## config.mk

```make
export PLATFORM = sky130hd
export DESIGN_NAME = multilevel_interrupt_standby_wake
export DESIGN_NICKNAME = d
export VERILOG_FILES = /design/src/rtl/intc_pkg.sv /design/src/rtl/multilevel_interrupt_standby_wake.sv
export VERILOG_INCLUDE_DIRS = /design/src /design/src/rtl
export SDC_FILE = /design/constraint.sdc
export NUM_CORES = 1
export LEC_CHECK = 0
export BUFFER_PORTS_ARGS = -buffer_cell sky130_fd_sc_hd__buf_2
export CORE_MARGIN = 1
export CORE_UTILIZATION = 55
export DETAILED_ROUTE_END_ITERATION = 8
export PLACE_DENSITY = 0.76
export SLEW_MARGIN = 15
export SYNTH_ARGS = -nofsm -noshare
export SYNTH_HDL_FRONTEND = slang
export SYNTH_SLANG_ARGS = --single-unit
```

## constraint.sdc

```tcl
create_clock -name i_clk -period 26.2 [get_ports i_clk]
set_input_delay 6.55 -clock i_clk [delete_from_list [all_inputs] [get_ports i_clk]]
set_output_delay 6.55 -clock i_clk [all_outputs]
set_load 0.005 [all_outputs]
```

## src/rtl/intc_consts.svh

```systemverilog
// register map, level codes and vector tables of the interrupt and standby block
`ifndef INTC_CONSTS_SVH
`define INTC_CONSTS_SVH

`define NUM_SRC      24
`define NUM_VEC      10
`define NUM_TOP_VEC  4'h2

`define REG_FLAG0    4'h0
`define REG_FLAG1    4'h1
`define REG_FLAG2    4'h2
`define REG_EN0      4'h3
`define REG_EN1      4'h4
`define REG_EN2      4'h5
`define REG_LVL0     4'h6
`define REG_LVL1     4'h7
`define REG_EXTCFG   4'h8
`define REG_STBY     4'h9
`define REG_STAT     4'hA
`define REG_LIST0    4'hB
`define REG_LIST1    4'hC
`define REG_LIST2    4'hD

`define LVL_NONE     2'h0
`define LVL_LOW      2'h1
`define LVL_HIGH     2'h2
`define LVL_TOP      2'h3

`define STBY_RUN     2'h0
`define STBY_HALT    2'h1
`define STBY_HOLD    2'h2
`define STBY_XHOLD   2'h3

`define VEC_BASE     20'h0_0003
`define VEC_SHIFT    3

`define VMASK0       24'h00_0001
`define VMASK1       24'h00_0002
`define VMASK2       24'h00_003C
`define VMASK3       24'h00_03C0
`define VMASK4       24'h00_0400
`define VMASK5       24'h00_1800
`define VMASK6       24'h00_6000
`define VMASK7       24'h01_8000
`define VMASK8       24'h0E_0000
`define VMASK9       24'hF0_0000

`define HOLD_WAKE    24'h10_0097
`define XHOLD_WAKE   24'h10_03B7

`endif

```

## src/rtl/intc_pkg.sv

```systemverilog
// types shared by the interrupt and standby block
package intc_pkg;
  typedef logic [1:0] lvl_t;

  typedef struct packed {
    logic ext_irq_zero;
    logic ext_irq_one;
    logic ext_irq_two;
    logic ext_irq_three;
    logic ext_irq_group_four;
    logic ext_irq_group_five;
    logic port_zero_irq;
  } ext_pins_s;

  typedef struct packed {
    logic timer_zero_low_event;
    logic timer_zero_high_event;
    logic timer_one_low_event;
    logic timer_one_high_event;
    logic base_timer_event_a;
    logic base_timer_event_b;
    logic remote_receiver_event;
    logic sync_serial_port_zero;
    logic async_serial_port_rx;
    logic serial_port_one;
    logic async_serial_port_tx;
    logic adc_done;
    logic timer_six_event;
    logic timer_seven_event;
    logic timer_four_event;
    logic timer_five_event;
    logic pulse_width_channel_a;
    logic pulse_width_channel_b;
  } periph_evt_s;

  typedef struct packed {
    logic        req;
    lvl_t        level;
    logic [3:0]  vec_idx;
    logic [19:0] vec_addr;
  } core_req_s;

  typedef struct packed {
    logic cpu_stop;
    logic periph_stop;
    logic base_timer_stop;
    logic main_osc_stop;
    logic xtal_stop;
  } power_ctl_s;

  typedef enum logic [1:0] {ST_RUN, ST_HALT, ST_HOLD, ST_XHOLD} standby_e;
endpackage : intc_pkg

```

## src/rtl/multilevel_interrupt_standby_wake.sv

```systemverilog
// interrupt arbitration, nesting and standby release logic
`include "intc_consts.svh"
`timescale 1ns/1ns
`default_nettype none

module multilevel_interrupt_standby_wake #(
  parameter int NUM_SRC = `NUM_SRC,
  parameter int NUM_VEC = `NUM_VEC
) (
  input  wire logic                 i_clk,
  input  wire logic                 i_reset_n,
  input  wire intc_pkg::ext_pins_s   i_pins,
  input  wire intc_pkg::periph_evt_s i_evt,
  input  wire logic                 i_xtal_on,
  input  wire logic [3:0]           i_addr,
  input  wire logic [7:0]           i_wdata,
  input  wire logic                 i_wr,
  input  wire logic                 i_rd,
  output logic      [7:0]           o_rdata,
  output var intc_pkg::core_req_s    o_core,
  input  wire logic                 i_ack,
  input  wire logic                 i_ret,
  output var intc_pkg::power_ctl_s   o_power
);

  function automatic logic [23:0] vec_mask(input logic [3:0] v);
    unique case (v)
      4'h0: vec_mask = `VMASK0;
      4'h1: vec_mask = `VMASK1;
      4'h2: vec_mask = `VMASK2;
      4'h3: vec_mask = `VMASK3;
      4'h4: vec_mask = `VMASK4;
      4'h5: vec_mask = `VMASK5;
      4'h6: vec_mask = `VMASK6;
      4'h7: vec_mask = `VMASK7;
      4'h8: vec_mask = `VMASK8;
      4'h9: vec_mask = `VMASK9;
      default: vec_mask = 24'h00_0000;
    endcase
  endfunction : vec_mask

  function automatic intc_pkg::lvl_t vec_lvl(input logic [3:0] v, input logic up);
    if (!up) begin
      vec_lvl = `LVL_LOW;
    end else if (v < `NUM_TOP_VEC) begin
      vec_lvl = `LVL_TOP;
    end else begin
      vec_lvl = `LVL_HIGH;
    end
  endfunction : vec_lvl

  function automatic intc_pkg::lvl_t top_lvl(input logic [2:0] m);
    if (m[2]) begin
      top_lvl = `LVL_TOP;
    end else if (m[1]) begin
      top_lvl = `LVL_HIGH;
    end else if (m[0]) begin
      top_lvl = `LVL_LOW;
    end else begin
      top_lvl = `LVL_NONE;
    end
  endfunction : top_lvl

  logic [6:0]          s1_r, s2_r, s3_r;
  logic [6:0]          filt_r, filt_d_r;
  logic [6:0]          rise;
  logic [23:0]         flags_r, en_r, list_r;
  logic [23:0]         set_v, clr_v, pend;
  logic [9:0]          lvl_sel_r;
  logic [1:0]          ext_lvl_r;
  logic [2:0]          insvc_r;
  logic [7:0]          rdata_r;
  logic [9:0]          vp;
  logic                found;
  logic [3:0]          best_v;
  intc_pkg::lvl_t      best_lvl, cur_lvl;
  intc_pkg::core_req_s core_r;
  intc_pkg::power_ctl_s pwr_r;
  intc_pkg::standby_e  st_r, st_nxt;
  logic [1:0]          st_code;
  logic                keep_off_r;
  logic [23:0]         hold_ok, xhold_ok;

  // three-stage pin synchroniser
  always_ff @(posedge i_clk or negedge i_reset_n) begin
    if (!i_reset_n) begin
      s1_r <= 7'h00;
      s2_r <= 7'h00;
      s3_r <= 7'h00;
    end else begin
      s1_r <= i_pins;
      s2_r <= s1_r;
      s3_r <= s2_r;
    end
  end

  // a change counts once stages two and three agree
  always_ff @(posedge i_clk or negedge i_reset_n) begin
    if (!i_reset_n) begin
      filt_r   <= 7'h00;
      filt_d_r <= 7'h00;
    end else begin
      filt_r   <= (filt_r & (s2_r ^ s3_r)) | (s3_r & ~(s2_r ^ s3_r));
      filt_d_r <= filt_r;
    end
  end

  assign rise = filt_r & ~filt_d_r;

  always_comb begin
    set_v     = 24'h00_0000;
    set_v[0]  = ext_lvl_r[0] ? filt_r[6] : rise[6];
    set_v[1]  = ext_lvl_r[1] ? filt_r[5] : rise[5];
    set_v[2]  = rise[4];
    set_v[3]  = i_evt.timer_zero_low_event;
    set_v[4]  = rise[2];
    set_v[5]  = i_evt.remote_receiver_event;
    set_v[6]  = rise[3];
    set_v[7]  = rise[1];
    set_v[8]  = i_evt.base_timer_event_a;
    set_v[9]  = i_evt.base_timer_event_b;
    set_v[10] = i_evt.timer_zero_high_event;
    set_v[11] = i_evt.timer_one_low_event;
    set_v[12] = i_evt.timer_one_high_event;
    set_v[13] = i_evt.sync_serial_port_zero;
    set_v[14] = i_evt.async_serial_port_rx;
    set_v[15] = i_evt.serial_port_one;
    set_v[16] = i_evt.async_serial_port_tx;
    set_v[17] = i_evt.adc_done;
    set_v[18] = i_evt.timer_six_event;
    set_v[19] = i_evt.timer_seven_event;
    set_v[20] = rise[0];
    set_v[21] = i_evt.timer_four_event;
    set_v[22] = i_evt.timer_five_event;
    set_v[23] = i_evt.pulse_width_channel_a | i_evt.pulse_width_channel_b;
  end

  // write-one-to-clear of the flag bytes
  always_comb begin
    clr_v = 24'h00_0000;
    if (i_wr) begin
      unique case (i_addr)
        `REG_FLAG0: clr_v[7:0]   = i_wdata;
        `REG_FLAG1: clr_v[15:8]  = i_wdata;
        `REG_FLAG2: clr_v[23:16] = i_wdata;
        default:    clr_v = 24'h00_0000;
      endcase
    end
  end

  // set wins over a clear in the same cycle
  always_ff @(posedge i_clk or negedge i_reset_n) begin
    if (!i_reset_n) begin
      flags_r <= 24'h00_0000;
    end else begin
      flags_r <= (flags_r & ~clr_v) | set_v;
    end
  end

  // software configuration
  always_ff @(posedge i_clk or negedge i_reset_n) begin
    if (!i_reset_n) begin
      en_r      <= 24'h00_0000;
      lvl_sel_r <= 10'h000;
      ext_lvl_r <= 2'h0;
    end else if (i_wr) begin
      unique case (i_addr)
        `REG_EN0:    en_r[7:0]       <= i_wdata;
        `REG_EN1:    en_r[15:8]      <= i_wdata;
        `REG_EN2:    en_r[23:16]     <= i_wdata;
        `REG_LVL0:   lvl_sel_r[7:0]  <= i_wdata;
        `REG_LVL1:   lvl_sel_r[9:8]  <= i_wdata[1:0];
        `REG_EXTCFG: ext_lvl_r       <= i_wdata[1:0];
        default:     ;
      endcase
    end
  end

  assign pend    = flags_r & en_r;
  assign cur_lvl = top_lvl(insvc_r);

  // highest level wins, above current only
  always_comb begin
    found    = 1'b0;
    best_v   = 4'h0;
    best_lvl = cur_lvl;
    for (int v = 0; v < NUM_VEC; v++) begin
      vp[v] = |(pend & vec_mask(4'(v)));
      // strict compare keeps the lowest vector
      if (vp[v] && vec_lvl(4'(v), lvl_sel_r[v]) > best_lvl) begin
        found    = 1'b1;
        best_v   = 4'(v);
        best_lvl = vec_lvl(4'(v), lvl_sel_r[v]);
      end
    end
  end

  // request to the core, paused the cycle after an acknowledge
  // vector fields keep the last winner so status shows the taken vector
  always_ff @(posedge i_clk or negedge i_reset_n) begin
    if (!i_reset_n) begin
      core_r <= '0;
    end else begin
      core_r.req <= found & ~(i_ack & core_r.req) & ~i_ret;
      if (found) begin
        core_r.level    <= best_lvl;
        core_r.vec_idx  <= best_v;
        core_r.vec_addr <= `VEC_BASE + (20'(best_v) << `VEC_SHIFT);
      end
    end
  end

  assign o_core = core_r;

  // in-service level stack, raise and restore
  always_ff @(posedge i_clk or negedge i_reset_n) begin
    if (!i_reset_n) begin
      insvc_r <= 3'h0;
    end else begin
      if (i_ack && core_r.req) begin
        insvc_r <= (i_ret ? (insvc_r & ~(3'(cur_lvl == `LVL_TOP) << 2)
                                     & ~(3'(cur_lvl == `LVL_HIGH) << 1)
                                     & ~3'(cur_lvl == `LVL_LOW)) : insvc_r)
                   | (3'h1 << (core_r.level - `LVL_LOW));
      end else if (i_ret) begin
        insvc_r <= insvc_r & ~(3'(cur_lvl == `LVL_TOP) << 2)
                           & ~(3'(cur_lvl == `LVL_HIGH) << 1)
                           & ~3'(cur_lvl == `LVL_LOW);
      end
    end
  end

  // source list of the taken vector
  always_ff @(posedge i_clk or negedge i_reset_n) begin
    if (!i_reset_n) begin
      list_r <= 24'h00_0000;
    end else if (i_ack && core_r.req) begin
      list_r <= pend & vec_mask(core_r.vec_idx);
    end
  end

  // hold wake set, ext zero/one in level mode only
  assign hold_ok  = pend & `HOLD_WAKE & {22'h3F_FFFF, ext_lvl_r};
  // crystal hold adds base timer and remote
  assign xhold_ok = pend & `XHOLD_WAKE & {22'h3F_FFFF, ext_lvl_r};

  always_comb begin
    st_nxt = st_r;
    unique case (st_r)
      intc_pkg::ST_RUN: begin
        if (i_wr && i_addr == `REG_STBY) begin
          unique case (i_wdata[1:0])
            `STBY_HALT:  st_nxt = intc_pkg::ST_HALT;
            `STBY_HOLD:  st_nxt = intc_pkg::ST_HOLD;
            `STBY_XHOLD: st_nxt = intc_pkg::ST_XHOLD;
            `STBY_RUN:   st_nxt = intc_pkg::ST_RUN;
          endcase
        end
      end
      intc_pkg::ST_HALT: begin
        if (|pend) begin
          st_nxt = intc_pkg::ST_RUN;
        end
      end
      intc_pkg::ST_HOLD: begin
        if (|hold_ok) begin
          st_nxt = intc_pkg::ST_RUN;
        end
      end
      intc_pkg::ST_XHOLD: begin
        if (|xhold_ok) begin
          st_nxt = intc_pkg::ST_RUN;
        end
      end
    endcase
  end

  // standby state; reset also releases every mode
  always_ff @(posedge i_clk or negedge i_reset_n) begin
    if (!i_reset_n) begin
      st_r <= intc_pkg::ST_RUN;
    end else begin
      st_r <= st_nxt;
    end
  end

  always_ff @(posedge i_clk or negedge i_reset_n) begin
    if (!i_reset_n) begin
      keep_off_r <= 1'b0;
    end else if (st_r == intc_pkg::ST_RUN && st_nxt == intc_pkg::ST_XHOLD) begin
      keep_off_r <= ~i_xtal_on;
    end
  end

  always_ff @(posedge i_clk or negedge i_reset_n) begin
    if (!i_reset_n) begin
      pwr_r <= '0;
    end else begin
      pwr_r.cpu_stop        <= st_r != intc_pkg::ST_RUN;
      pwr_r.periph_stop     <= st_r == intc_pkg::ST_HOLD || st_r == intc_pkg::ST_XHOLD;
      pwr_r.base_timer_stop <= st_r == intc_pkg::ST_HOLD;
      pwr_r.main_osc_stop   <= st_r == intc_pkg::ST_HOLD || st_r == intc_pkg::ST_XHOLD;
      pwr_r.xtal_stop       <= st_r == intc_pkg::ST_HOLD ||
                               (st_r == intc_pkg::ST_XHOLD && keep_off_r);
    end
  end

  assign o_power = pwr_r;

  always_comb begin
    unique case (st_r)
      intc_pkg::ST_RUN:   st_code = `STBY_RUN;
      intc_pkg::ST_HALT:  st_code = `STBY_HALT;
      intc_pkg::ST_HOLD:  st_code = `STBY_HOLD;
      intc_pkg::ST_XHOLD: st_code = `STBY_XHOLD;
    endcase
  end

  // read data valid in the cycle after the strobe only
  always_ff @(posedge i_clk or negedge i_reset_n) begin
    if (!i_reset_n) begin
      rdata_r <= 8'h00;
    end else if (i_rd) begin
      unique case (i_addr)
        `REG_FLAG0:  rdata_r <= flags_r[7:0];
        `REG_FLAG1:  rdata_r <= flags_r[15:8];
        `REG_FLAG2:  rdata_r <= flags_r[23:16];
        `REG_EN0:    rdata_r <= en_r[7:0];
        `REG_EN1:    rdata_r <= en_r[15:8];
        `REG_EN2:    rdata_r <= en_r[23:16];
        `REG_LVL0:   rdata_r <= lvl_sel_r[7:0];
        `REG_LVL1:   rdata_r <= {6'h00, lvl_sel_r[9:8]};
        `REG_EXTCFG: rdata_r <= {6'h00, ext_lvl_r};
        `REG_STBY:   rdata_r <= {6'h00, st_code};
        `REG_STAT:   rdata_r <= {core_r.vec_idx, 1'b0, insvc_r};
        `REG_LIST0:  rdata_r <= list_r[7:0];
        `REG_LIST1:  rdata_r <= list_r[15:8];
        `REG_LIST2:  rdata_r <= list_r[23:16];
        default:     rdata_r <= 8'h00;
      endcase
    end else begin
      rdata_r <= 8'h00;
    end
  end

  assign o_rdata = rdata_r;

  // checking helper: any pending vector that should beat the winner
  logic beat;
  always_comb begin
    beat = 1'b0;
    for (int v = 0; v < NUM_VEC; v++) begin
      if (vp[v] && 4'(v) != best_v) begin
        if (vec_lvl(4'(v), lvl_sel_r[v]) > best_lvl) begin
          beat = 1'b1;
        end
        if (vec_lvl(4'(v), lvl_sel_r[v]) == best_lvl && 4'(v) < best_v) begin
          beat = 1'b1;
        end
      end
    end
  end
endmodule : multilevel_interrupt_standby_wake

`default_nettype wire

```

==> run_results.csv, run 1 <==
group,metric,value,unit
outcome,run_status,"finished clean",
yosys,synth-main-ff-cell,"sky130_fd_sc_hd__dfrtp_1",
finish,area_of_combinational_cells_with_multiple_inputs,0.003309,mm2
sta,totalNegativeSetupSlack,0,ns
finish,insertedDiodeCount,0,
clocking,clkLatencyLatePin,0.42,ns
drt,drt.antenna.violating_nets,0,
yosys,async_reset_ff_frac,1.000,
clocking,cts_resized,0,
grt,globalRouteMet1Util,0.4310,
critical_path,crit_path_frequent_cell,"sky130_fd_sc_hd__ha_1",
yosys,yosysUniqueCellTypes,74,
yosys,synth_enable_flop_cells,0,
clocking,clock_tree_from_tritoncts,"yes",
drt,routed-via-count,5951,
grt,global_route.overflow_total,0,
placed_design,dpl-instance-area,0.007591,mm2
critical_path,timing.critical_path.slowest_stage_cell,"sky130_fd_sc_hd__or4b_1",
sta,final_min_period_over_clock_period,0.4405,
drt,detailedRoute.firstPassIterationCount,6,
sta,timing.slew.headroom,0.2484,
grt,globalRouteMet3Util,0.08459,
critical_path,worst_endpoint_data_arrival_time,11.84,ns
floorplan,die-width,116.5,um
clocking,clkSlewWorstSetupHoldPaths,0.06,ns
critical_path,crit-reg2reg-launch,"flags_r[0]",
placed_design,finalWeightedCongestion,0.9898,
drt,viasPerCell,6.385,
yosys,post_synthesis_instance_area,0.007208,mm2
grt,grt_max_degree,81,
clocking,clock-root-buffer,"sky130_fd_sc_hd__clkbuf_16",
power_and_ir_drop,leakagePower,3.525,nW
finish,final_net_count,801,
sta,hold_ws,0.3513,ns
yosys,synth.yosys.warnings,0,
placed_design,placement.io_buffers,69,
sta,hold_viol,0,
clocking,cts.htree.levels,4,
min_path,hp-class,"flip-flop to flip-flop",
power_and_ir_drop,power.ir.vdd_worst,49.27,uV
clocking,hold_buffers,0,
sta,rsz0062_at_grt,"no",
floorplan,die_h,116.5,um
sta,final.min_clock_period,11.54,ns
drt,wl_per_cell,22.19,um
clocking,clkSinkCount,145,
floorplan,core.rowCount,41,
sta,setup_viol,0,
floorplan,core_footprint,0.01272,mm2
critical_path,critical_path_class,"flip-flop to flip-flop",
critical_path,critPathMaxStageDelay,0.50,ns
grt,grt_first_pass_wirelength,32.26,mm
critical_path,launching_instance_or_port_of_the_critical_path,"flags_r[0]",
placed_design,detailedPlacementHpwl,14.67,mm
min_path,min-delay-start,"s1_r[3]",
drt,drt_iter0_markers,654,
sta,worstMarginPinSlew,1.123,ns
finish,layout.filler_cells,1064,
grt,gr-usage-met2,0.5006,
critical_path,timing.critical_path.fanout_max,9,
grt,number_of_antenna_violations_at_the_first_check_in_global_routing,0,
grt,grt_pass1_vias,5804,
critical_path,critPathRequiredTime,26.50,ns
grt,grt.total_usage,0.3276,
critical_path,worstSetupEndpointType,"flip-flop",
drt,post-route-drc-count,0,
finish,sequential_cell_area,0.003628,mm2
floorplan,floorplan.initialDensity,0.5666,
sta,finalMaxSlewViolations,0,
power_and_ir_drop,power_per_cell_area,107.3,mW/mm2
yosys,synth_sequential_area_ratio,0.5034,
sta,fin_skew,0.006211,ns
drt,finalWirelength,20.68,mm
clocking,cts_setup_buffers,0,
sta,achievable-frequency,86.64,MHz
job,max-cap-violations,0,
floorplan,top_level_port_count,84,
finish,drive_above_1_share,0.2145,
yosys,syn_inst,689,
critical_path,critPathLaunchType,"flip-flop",
floorplan,die_area,0.01357,mm2
clocking,cts_buffers,17,
finish,area_growth,13.04,%
yosys,synthesis.area_per_instance,10.46,um2
clocking,ctsLongestPathBuffers,2,
yosys,postSynthRegisterBits,145,
finish,design_area,0.008148,mm2
grt,grt_most_used_layer,"met2",
==> flip-flops by register name, indices dropped and copies added (netlist names), named ones only <==
name        flops
en_r           24
ext_lvl_r       2
filt_d_r        7
flags_r        24
insvc_r         3
keep_off_r      1
list_r         24
lvl_sel_r      10
o_core          8
o_power         4
o_rdata         8
s1_r            7
s2_r            7
s3_r            7
st_r            2
==> critical path, delay by kind of cell, from the launching register on <==
family / cells / cell delay, ns
compound gates: 20 / 4.44
fa+ha+maj: 8 / 2.13
buf+inv: 2 / 0.17
flops: 1 / 0.49
mux: 1 / 0.39
simple gates: 18 / 3.78
==> cell type report <==
cell class | count | area share
clock buffer | 21 | 0.05528
inverter | 19 | 0.008753
sequential | 145 | 0.4453
tap | 172 | 0.02641
timing repair buffer | 71 | 0.04499
clock inverter | 11 | 0.01305
multi-input combinational | 493 | 0.4062
==> kinds of logic after synthesis <==
logic type | Yosys count | share of synthesized area
fa+ha+maj | 21 | 0.03298
other cells | 1 | 0.0005202
flops | 145 | 0.5034
compound gates | 186 | 0.1842
buf+inv | 64 | 0.04426
mux | 54 | 0.08245
simple gates | 218 | 0.1522
==> synthesized netlist by cell type, types with 3 or more instances <==
master | instances | share of area
sky130_fd_sc_hd__dfrtp_1 | 145 | 0.50
sky130_fd_sc_hd__nand2_1 | 77 | 0.040
sky130_fd_sc_hd__o21ai_0 | 63 | 0.044
sky130_fd_sc_hd__mux2_2 | 43 | 0.067
sky130_fd_sc_hd__nor2_1 | 35 | 0.018
sky130_fd_sc_hd__nand2b_1 | 22 | 0.019
sky130_fd_sc_hd__a21oi_1 | 21 | 0.015
sky130_fd_sc_hd__buf_4 | 20 | 0.021
sky130_fd_sc_hd__inv_1 | 19 | 0.0099
sky130_fd_sc_hd__a32o_1 | 18 | 0.025
sky130_fd_sc_hd__clkbuf_1 | 17 | 0.0089
sky130_fd_sc_hd__nand3_1 | 17 | 0.012
sky130_fd_sc_hd__a22o_1 | 16 | 0.019
sky130_fd_sc_hd__mux2i_1 | 11 | 0.015
sky130_fd_sc_hd__nor2b_1 | 11 | 0.0095
sky130_fd_sc_hd__ha_1 | 10 | 0.017
sky130_fd_sc_hd__maj3_1 | 9 | 0.012
sky130_fd_sc_hd__nor3_1 | 9 | 0.0062
sky130_fd_sc_hd__and2_1 | 7 | 0.0061
sky130_fd_sc_hd__nand4_1 | 7 | 0.0061
sky130_fd_sc_hd__a22oi_1 | 6 | 0.0062
sky130_fd_sc_hd__a31oi_1 | 5 | 0.0043
sky130_fd_sc_hd__and3_1 | 5 | 0.0043
sky130_fd_sc_hd__buf_1 | 5 | 0.0026
sky130_fd_sc_hd__nand3b_1 | 5 | 0.0052
sky130_fd_sc_hd__nor4_1 | 5 | 0.0043
sky130_fd_sc_hd__a211oi_1 | 4 | 0.0042
sky130_fd_sc_hd__a221oi_1 | 4 | 0.0049
sky130_fd_sc_hd__a32oi_1 | 4 | 0.0049
sky130_fd_sc_hd__o22ai_1 | 4 | 0.0035
sky130_fd_sc_hd__o31ai_1 | 4 | 0.0042
sky130_fd_sc_hd__a21boi_0 | 3 | 0.0031
sky130_fd_sc_hd__a21o_1 | 3 | 0.0031
sky130_fd_sc_hd__buf_2 | 3 | 0.0021
sky130_fd_sc_hd__o211ai_1 | 3 | 0.0031
sky130_fd_sc_hd__o21a_1 | 3 | 0.0031
==> per-layer routing <==
| layer | vias to the layer above | part of all wire | routed length (um) |
|---|---|---|---|
| li1 | 2614 | - | - |
| met5 | - | 0 | 0 |
| met3 | 63 | 0.084 | 1733 |
| met4 | 0 | 0.042 | 878 |
| met1 | 2918 | 0.42 | 8598 |
| met2 | 356 | 0.46 | 9466 |
==> final timing paths <==
path	to	slack, ns	cells past startpoint
min reg2reg	s2_r[3]	0.35	0
max	o_core[24]	14.66	49
max reg2reg	o_core[24]	14.66	49
min	s2_r[3]	0.35	0
min in group asynchronous	s1_r[5]	6.09	1
max in group asynchronous	en_r[2]	18.64	2
==> through the flow <==
step	std cells	total power, mW	worst slack, ns	utilization
2_1_floorplan	702	0.5527	16.23	-
3_3_place_gp	900	0.6275	15.53	0.5967
3_5_place_dp	900	0.6411	14.89	0.5967
4_1_cts	932	0.8717	14.86	0.6404
5_1_grt	932	0.9298	13.90	0.6404
6_report	932	0.8746	14.66	0.6404
==> power by group <==
part | switching, mW | internal [mW] | total (mW)
sequential | 0.0437 | 0.259 | 0.302
clock | 0.0951 | 0.134 | 0.229
combinational | 0.195 | 0.148 | 0.343
total | 0.334 | 0.541 | 0.875
==> cells in the final DEF, fill, tap and decap left out, types with 3 or more instances in the layout <==
cell,n
sky130_fd_sc_hd__a21boi_0,3
sky130_fd_sc_hd__nand3_1,17
sky130_fd_sc_hd__nand2_1,77
sky130_fd_sc_hd__ha_1,10
sky130_fd_sc_hd__o21a_1,3
sky130_fd_sc_hd__clkbuf_16,17
sky130_fd_sc_hd__inv_6,3
sky130_fd_sc_hd__maj3_1,9
sky130_fd_sc_hd__nor2_1,35
sky130_fd_sc_hd__a21o_1,3
sky130_fd_sc_hd__a32oi_1,4
sky130_fd_sc_hd__clkinvlp_4,3
sky130_fd_sc_hd__nor4_1,5
sky130_fd_sc_hd__a21oi_1,21
sky130_fd_sc_hd__nand2b_1,22
sky130_fd_sc_hd__nand4_1,7
sky130_fd_sc_hd__clkbuf_1,3
sky130_fd_sc_hd__nor2b_1,11
sky130_fd_sc_hd__mux2i_1,11
sky130_fd_sc_hd__a211oi_1,4
sky130_fd_sc_hd__mux2_2,43
sky130_fd_sc_hd__nor3_1,9
sky130_fd_sc_hd__buf_2,68
sky130_fd_sc_hd__dfrtp_1,145
sky130_fd_sc_hd__a31oi_1,5
sky130_fd_sc_hd__o31ai_1,4
sky130_fd_sc_hd__inv_1,19
sky130_fd_sc_hd__and3_1,5
sky130_fd_sc_hd__a32o_1,18
sky130_fd_sc_hd__and2_1,7
sky130_fd_sc_hd__o211ai_1,3
sky130_fd_sc_hd__o22ai_1,4
sky130_fd_sc_hd__nand3b_1,5
sky130_fd_sc_hd__conb_1,14
sky130_fd_sc_hd__a221oi_1,4
sky130_fd_sc_hd__a22oi_1,6
sky130_fd_sc_hd__o21ai_0,63
sky130_fd_sc_hd__a22o_1,16
Note: power is estimated with default switching activity, not from simulation.
==> run 2: changes to the inputs <==
--- a/config.mk
+++ b/config.mk
@@ -6,11 +6,12 @@
 export SDC_FILE = /design/constraint.sdc
 export NUM_CORES = 1
 export LEC_CHECK = 0
+export ABC_AREA = 1
 export BUFFER_PORTS_ARGS = -buffer_cell sky130_fd_sc_hd__buf_2
 export CORE_MARGIN = 1
-export CORE_UTILIZATION = 55
+export CORE_UTILIZATION = 53
 export DETAILED_ROUTE_END_ITERATION = 8
-export PLACE_DENSITY = 0.76
+export PLACE_DENSITY = 0.77
 export SLEW_MARGIN = 15
 export SYNTH_ARGS = -nofsm -noshare
 export SYNTH_HDL_FRONTEND = slang
==> constraint.sdc (replaced) <==
create_clock -name i_clk -period 10.5 [get_ports i_clk]
set_input_delay 2.625 -clock i_clk [delete_from_list [all_inputs] [get_ports i_clk]]
set_output_delay 2.625 -clock i_clk [all_outputs]
set_load 0.005 [all_outputs]
==> run 2 against run 1 <==
  * Clock-buffer cell count unchanged
  * Sequential share of layout area rose by 0.99 points
  * First-iteration DRC count is 6.4% lower
  * Setup slack got worse by 13 ns
  * Critical path depth up 18
  * Power up 130%
  * Combinational power up 110%
  * Core utilization down 1.4 points
  * Maximum frequency grew 27%
  * Clock power grew 150%
  * Critical endpoint is now o_core[25]
==> run_results.csv, run 2 <==
group,metric,value,unit
drt,drt_iter0_markers,612,
yosys,async_reset_ff_frac,1.000,
drt,detailedRoute.firstPassIterationCount,7,
power_and_ir_drop,seq_power_share,0.358,
placed_design,finalWeightedCongestion,0.9546,
floorplan,die-width,116.7,um
job,max-cap-violations,0,
power_and_ir_drop,p_clk_frac,0.283,
finish,area_growth,14.24,%
placed_design,dp_worst_setup_slack,1.464,ns
yosys,postSynthRegisterBits,145,
grt,number_of_antenna_violations_at_the_first_check_in_global_routing,0,
critical_path,critPathRequiredTime,10.81,ns
placed_design,post-place-cells,1027,
floorplan,floorplan.initialDensity,0.5484,
placed_design,placement.io_buffers,69,
power_and_ir_drop,power_per_cell_area,250.1,mW/mm2
drt,routed-via-count,5911,
yosys,most_numerous_cell_in_the_yosys_netlist,"sky130_fd_sc_hd__nand2_1",
sta,timing.slew.headroom,0.3312,
floorplan,core.rowCount,41,
clocking,clkSinkCount,145,
clocking,cts_resized,0,
finish,final_core_utilization,0.6265,
power_and_ir_drop,p_sw,0.7692,mW
sta,finalMaxSlewViolations,0,
critical_path,critPathLaunchType,"flip-flop",
critical_path,critPathMaxStageDelay,0.46,ns
yosys,synth-main-ff-cell,"sky130_fd_sc_hd__dfrtp_1",
placed_design,detailedPlacementHpwl,12.88,mm
finish,layout.filler_cells,1107,
grt,global_route.overflow_total,0,
critical_path,timing.critical_path.fanout_max,8,
sta,hold_viol,0,
critical_path,worstSetupEndpointType,"flip-flop",
critical_path,crit_path_frequent_cell,"sky130_fd_sc_hd__inv_1",
floorplan,die_h,116.7,um
drt,post-route-drc-count,0,
grt,grt_first_pass_wirelength,28.52,mm
outcome,run_status,"finished clean",
drt,wl_per_cell,16.64,um
critical_path,timing.reg2reg.worst_path_depth,67,
critical_path,timing.critical_path.slowest_stage_cell,"sky130_fd_sc_hd__nor3_1",
clocking,clock-root-buffer,"sky130_fd_sc_hd__clkbuf_16",
clocking,cts_setup_buffers,0,
yosys,synth_enable_flop_cells,0,
floorplan,die_area,0.01363,mm2
clocking,clkLatencyLatePin,0.43,ns
clocking,cts_buffers,17,
min_path,worstHoldPathCells,0,
sta,achievable-frequency,109.7,MHz
sta,fin_skew,0.009978,ns
finish,layout_common_cells,"sky130_fd_sc_hd__nand2_1, sky130_fd_sc_hd__dfrtp_1, sky130_fd_sc_hd__inv_1",
yosys,synthesis.area_per_instance,8.699,um2
clocking,hold_buffers,0,
yosys,synth_sequential_area_ratio,0.5201,
yosys,yosysUniqueCellTypes,51,
yosys,syn_inst,802,
floorplan,core_footprint,0.01272,mm2
power_and_ir_drop,leakagePower,3.876,nW
sta,totalNegativeSetupSlack,0,ns
finish,mostFrequentLayoutCell,"sky130_fd_sc_hd__nand2_1",
clocking,clkSlewWorstSetupHoldPaths,0.06,ns
floorplan,top_level_port_count,84,
sta,setup_viol,0,
sta,final.min_clock_period,9.112,ns
grt,grt_pass1_vias,5588,
finish,insertedDiodeCount,0,
power_and_ir_drop,power.ir.vdd_worst,127.5,uV
power_and_ir_drop,p_int,1.224,mW
drt,finalWirelength,17.60,mm
yosys,synth_area_leader_cell,"sky130_fd_sc_hd__dfrtp_1",
yosys,post_synthesis_instance_area,0.006977,mm2
yosys,synth_area_leaders,"sky130_fd_sc_hd__dfrtp_1, sky130_fd_sc_hd__nand2_1, sky130_fd_sc_hd__inv_1",
grt,grt_max_degree,78,
finish,top_regs,"en_r (24), flags_r (24), list_r (24)",
power_and_ir_drop,comb_power_share,0.359,
power_and_ir_drop,power.share.switching,0.3859,
drt,viasPerCell,5.587,
drt,drt.antenna.violating_nets,0,
finish,design_area,0.007970,mm2
sta,worstMarginPinSlew,1.002,ns
placed_design,dpl-instance-area,0.007412,mm2
sta,rsz0062_at_grt,"no",
clocking,ctsLongestPathBuffers,2,
yosys,synth_top_area_share,0.5201,
grt,grt.total_usage,0.2864,
finish,post_layout_nonfiller_instances,1058,
min_path,hp-class,"flip-flop to flip-flop",
finish,final_net_count,928,
sta,final_min_period_over_clock_period,0.8679,
yosys,synth.yosys.warnings,0,
sta,timing.final.ws_setup,1.388,ns
critical_path,critical_path_class,"flip-flop to flip-flop",
clocking,clock_tree_from_tritoncts,"yes",
clocking,cts.htree.levels,4,
finish,drive_above_1_share,0.1659,
yosys,synth_commonest_cells,"sky130_fd_sc_hd__nand2_1, sky130_fd_sc_hd__dfrtp_1, sky130_fd_sc_hd__inv_1",
critical_path,worst_endpoint_data_arrival_time,9.42,ns
==> run 2: cell types whose count changed after synthesis, sizes merged, moves of 18 or more <==
cell    before  now
nand2       77  191
inv         19  129
mux2        43    0
o21ai       64   95
nor2        36   64
nand2b      22    0
a32o        18    0
==> run 2: cells by family (layout without fill, tap and decap cells) <==
logic type	after synthesis	after routing	synth area share
adders and majority gates	17	17	0.02798
buffers and inverters	159	230	0.09630
and+or+nand+nor	314	314	0.2052
other	1	14	0.0005375
DFF	145	145	0.5201
AOI/OAI and AO/OA	166	166	0.1499
==> run 2: power groups by stage <==
| stage | logic, mW | clock network (mW) | registers, mW |
|---|---|---|---|
| floorplan | 0.550 | 0 | 0.698 |
| global placement | 0.686 | 0 | 0.718 |
| detailed placement | 0.709 | 0 | 0.720 |
| CTS | 0.712 | 0.570 | 0.711 |
| global route | 0.809 | 0.594 | 0.723 |
| finish | 0.716 | 0.563 | 0.714 |
==> run 2: critical path: cells and delay by family, from the launching register on <==
family | cells | cell delay (ns)
adders and majority gates | 8 | 2.11
and+or+nand+nor | 33 | 3.71
AOI/OAI and AO/OA | 13 | 1.88
buffers and inverters | 13 | 0.89
DFF | 1 | 0.39
==> run 2: cell type report <==
class | instances | area [um2] | share of cell area
timing repair buffer | 70 | 359.1 | 0.04505
multi-input combinational | 511 | 2725 | 0.3419
tap | 172 | 215.2 | 0.02700
inverter | 129 | 484.2 | 0.06075
clock inverter | 10 | 77.57 | 0.009733
clock buffer | 21 | 480.5 | 0.06028
sequential | 145 | 3628 | 0.4553
==> run 2: path summary, 6_finish.rpt <==
check	start	end	slack [ns]
worst max register to register	flags_r[0]	o_core[25]	1.39
worst min register to register	s1_r[3]	s2_r[3]	0.35
worst max-delay path	flags_r[0]	o_core[25]	1.39
min in group asynchronous	i_reset_n	o_rdata[5]	2.18
worst min-delay path	s1_r[3]	s2_r[3]	0.35
max in group asynchronous	i_reset_n	o_rdata[0]	6.96
==> run 2: metrics by stage <==
step           power, mW  hold WS [ns]
6_report           1.993        0.3452
5_1_grt            2.127        0.3543
4_1_cts            1.994        0.3492
3_5_place_dp       1.429        0.3358
3_3_place_gp       1.404        0.3321
2_1_floorplan      1.248        0.3312
==> run 2: metal layers <==
metal  routed length, um  track usage  vias up  part of all wire
met3                1810      0.08044       59              0.10
met4                 835       0.1612        0             0.047
met2                7697       0.4237      330              0.44
met1                7258       0.3806     2771              0.41
met5                   0            0        -                 0
li1                    -            -     2751                 -
==> run 3: changes to the inputs <==
--- a/config.mk
+++ b/config.mk
@@ -7,10 +7,11 @@
 export NUM_CORES = 1
 export LEC_CHECK = 0
 export ABC_AREA = 1
-export BUFFER_PORTS_ARGS = -buffer_cell sky130_fd_sc_hd__buf_2
-export CORE_MARGIN = 1
+export BUFFER_PORTS_ARGS = -buffer_cell sky130_fd_sc_hd__buf_4
+export CORE_MARGIN = 2
 export CORE_UTILIZATION = 53
 export DETAILED_ROUTE_END_ITERATION = 8
+export GPL_TIMING_DRIVEN = 0
 export PLACE_DENSITY = 0.77
 export SLEW_MARGIN = 15
 export SYNTH_ARGS = -nofsm -noshare
==> run 3 against run 2 <==
  * Sequential share of layout area shrank 2.3 points
  * Largest power group unchanged
  * Hold slack gained 0.00058 ns
  * Cell area grew 5.3%
  * Clock skew is essentially flat
  * Clock-buffer cell count grew 2
  * Sequential power is essentially flat
  * Die area grew 3.5%
  * Setup slack gained 0.097 ns
  * Via count grew 1.8%
  * Maximum frequency grew 1.1%
  * First-iteration DRC count shrank 2.5%
==> run_results.csv, run 3 (synthesized netlist as in run 2, its figures left out) <==
group,metric,value,unit
finish,drive_above_1_share,0.1779,
power_and_ir_drop,report.power.total,2.061,mW
finish,final_net_count,958,
floorplan,die-width,118.7,um
finish,layout_common_cells,"sky130_fd_sc_hd__nand2_1, sky130_fd_sc_hd__dfrtp_1, sky130_fd_sc_hd__inv_1",
sta,totalNegativeSetupSlack,0,ns
critical_path,crit-reg2reg-capture,"o_core[25]",
clocking,cts_resized,0,
critical_path,timing.critical_path.fanout_max,8,
grt,grt_pass1_vias,5768,
critical_path,worst-r2r-setup-slack,1.48,ns
clocking,clkSlewWorstSetupHoldPaths,0.06,ns
sta,rsz0062_at_grt,"no",
finish,area_growth,20.27,%
drt,routed-via-count,6016,
critical_path,path_buf_inv,13,
placed_design,finalWeightedCongestion,0.9673,
critical_path,worstSetupEndpointType,"flip-flop",
floorplan,floorplan.initialDensity,0.5484,
sta,timing.slew.headroom,0.3959,
critical_path,crit_path_frequent_cell,"sky130_fd_sc_hd__inv_1",
floorplan,die_area,0.01410,mm2
floorplan,core_footprint,0.01272,mm2
critical_path,worst-path-stages,69,
sta,timing.final.ws_setup,1.484,ns
sta,worstMarginPinSlew,0.9027,ns
placed_design,dp_worst_setup_slack,1.442,ns
drt,drt.antenna.violating_nets,0,
critical_path,timing.critical_path.max_delay_family,"simple AND/OR/NAND/NOR gates",
grt,grt_first_pass_wirelength,29.79,mm
critical_path,timing.critical_path.slowest_stage_cell,"sky130_fd_sc_hd__nor3_1",
job,max-cap-violations,0,
sta,final.min_clock_period,9.016,ns
drt,wl_per_cell,16.91,um
clocking,clkSinkCount,145,
drt,finalWirelength,18.40,mm
clocking,cts_setup_buffers,0,
sta,hold_ws,0.3458,ns
clocking,ctsLongestPathBuffers,2,
grt,grt.total_usage,0.2770,
critical_path,launching_instance_or_port_of_the_critical_path,"flags_r[0]",
power_and_ir_drop,leakagePower,4.079,nW
sta,final_min_period_over_clock_period,0.8586,
drt,drt_iter0_markers,597,
critical_path,critical_path_class,"flip-flop to flip-flop",
floorplan,top_level_port_count,84,
finish,top_regs,"en_r (24), flags_r (24), list_r (24)",
drt,viasPerCell,5.529,
finish,insertedDiodeCount,0,
floorplan,core.rowCount,41,
sta,fin_skew,0.009744,ns
critical_path,worst_endpoint_data_arrival_time,9.33,ns
outcome,run_status,"finished clean",
sta,finalMaxSlewViolations,0,
critical_path,critPathMaxStageDelay,0.45,ns
critical_path,critPathLaunchType,"flip-flop",
grt,number_of_antenna_violations_at_the_first_check_in_global_routing,0,
sta,setup_viol,0,
critical_path,endpoint,"o_core[25]",
clocking,clkLatencyLatePin,0.43,ns
power_and_ir_drop,power.ir.vdd_worst,141.8,uV
grt,global_route.overflow_total,0,
power_and_ir_drop,power_per_cell_area,245.6,mW/mm2
drt,detailedRoute.firstPassIterationCount,6,
clocking,hold_buffers,0,
min_path,hp-class,"flip-flop to flip-flop",
clocking,clock-root-buffer,"sky130_fd_sc_hd__clkbuf_16",
clocking,clock_tree_from_tritoncts,"yes",
clocking,cts_buffers,17,
floorplan,die_h,118.7,um
finish,final_core_utilization,0.6595,
placed_design,placement.io_buffers,69,
drt,post-route-drc-count,0,
critical_path,crit-reg2reg-launch,"flags_r[0]",
sta,achievable-frequency,110.9,MHz
placed_design,detailedPlacementHpwl,13.48,mm
critical_path,critPathRequiredTime,10.82,ns
clocking,cts.htree.levels,4,
grt,grt_max_degree,86,
sta,hold_viol,0,
finish,mostFrequentLayoutCell,"sky130_fd_sc_hd__nand2_1",
critical_path,timing.reg2reg.worst_path_depth,69,
## run 3: changes by cell type in the layout (fill, tap and decap cells not counted)
cell / before / now
sky130_fd_sc_hd__buf_2: 68 / 0
sky130_fd_sc_hd__buf_4: 1 / 88
sky130_fd_sc_hd__inv_6: 2 / 1
sky130_fd_sc_hd__clkinvlp_4: 5 / 1
sky130_fd_sc_hd__clkbuf_1: 0 / 14
sky130_fd_sc_hd__bufinv_16: 0 / 3
sky130_fd_sc_hd__buf_6: 1 / 0
sky130_fd_sc_hd__clkbuf_8: 4 / 2
sky130_fd_sc_hd__buf_8: 0 / 1
sky130_fd_sc_hd__buf_16: 0 / 1
## run 3: cell type report
type | instances | area, um2
Tap cell | 172 | 215.2
Timing Repair Buffer | 70 | 553.0
Inverter | 129 | 484.2
Buffer | 30 | 187.7
Clock buffer | 23 | 467.9
Clock inverter | 8 | 128.9
Multi-Input combinational cell | 511 | 2725
Sequential cell | 145 | 3628
Fill cell | 1055 | 4332
## run 3: through the flow
step	cells	area [um2]
after global placement	1056	7759
after global routing	1088	8391
after CTS	1088	8391
after floorplan	815	7025
final	1088	8391
after detailed placement	1057	7794
## run 3: worst min path at each step
stage                     cells past startpoint  endpoint  slack (ns)     from
after floorplan                               0   s2_r[0]        0.33  s1_r[0]
after global placement                        0   s2_r[6]        0.33  s1_r[6]
after detailed placement                      0   s2_r[3]        0.34  s1_r[3]
after CTS                                     0   s2_r[3]        0.35  s1_r[3]
after global routing                          0   s2_r[1]        0.35  s1_r[1]
final                                         0   s2_r[3]        0.35  s1_r[3]
## run 3: report_power, final
group          switching, mW  internal (mW)
registers             0.0780          0.637
clock network          0.226          0.386
logic                  0.444          0.290
## run 3: per-layer routing
layer / track usage / vias up / part of all wire
li1: - / 2814 / -
met1: 0.3598 / 2794 / 0.40
met2: 0.4213 / 351 / 0.45
met3: 0.07625 / 57 / 0.10
met4: 0.1510 / 0 / 0.045
met5: 0 / - / 0
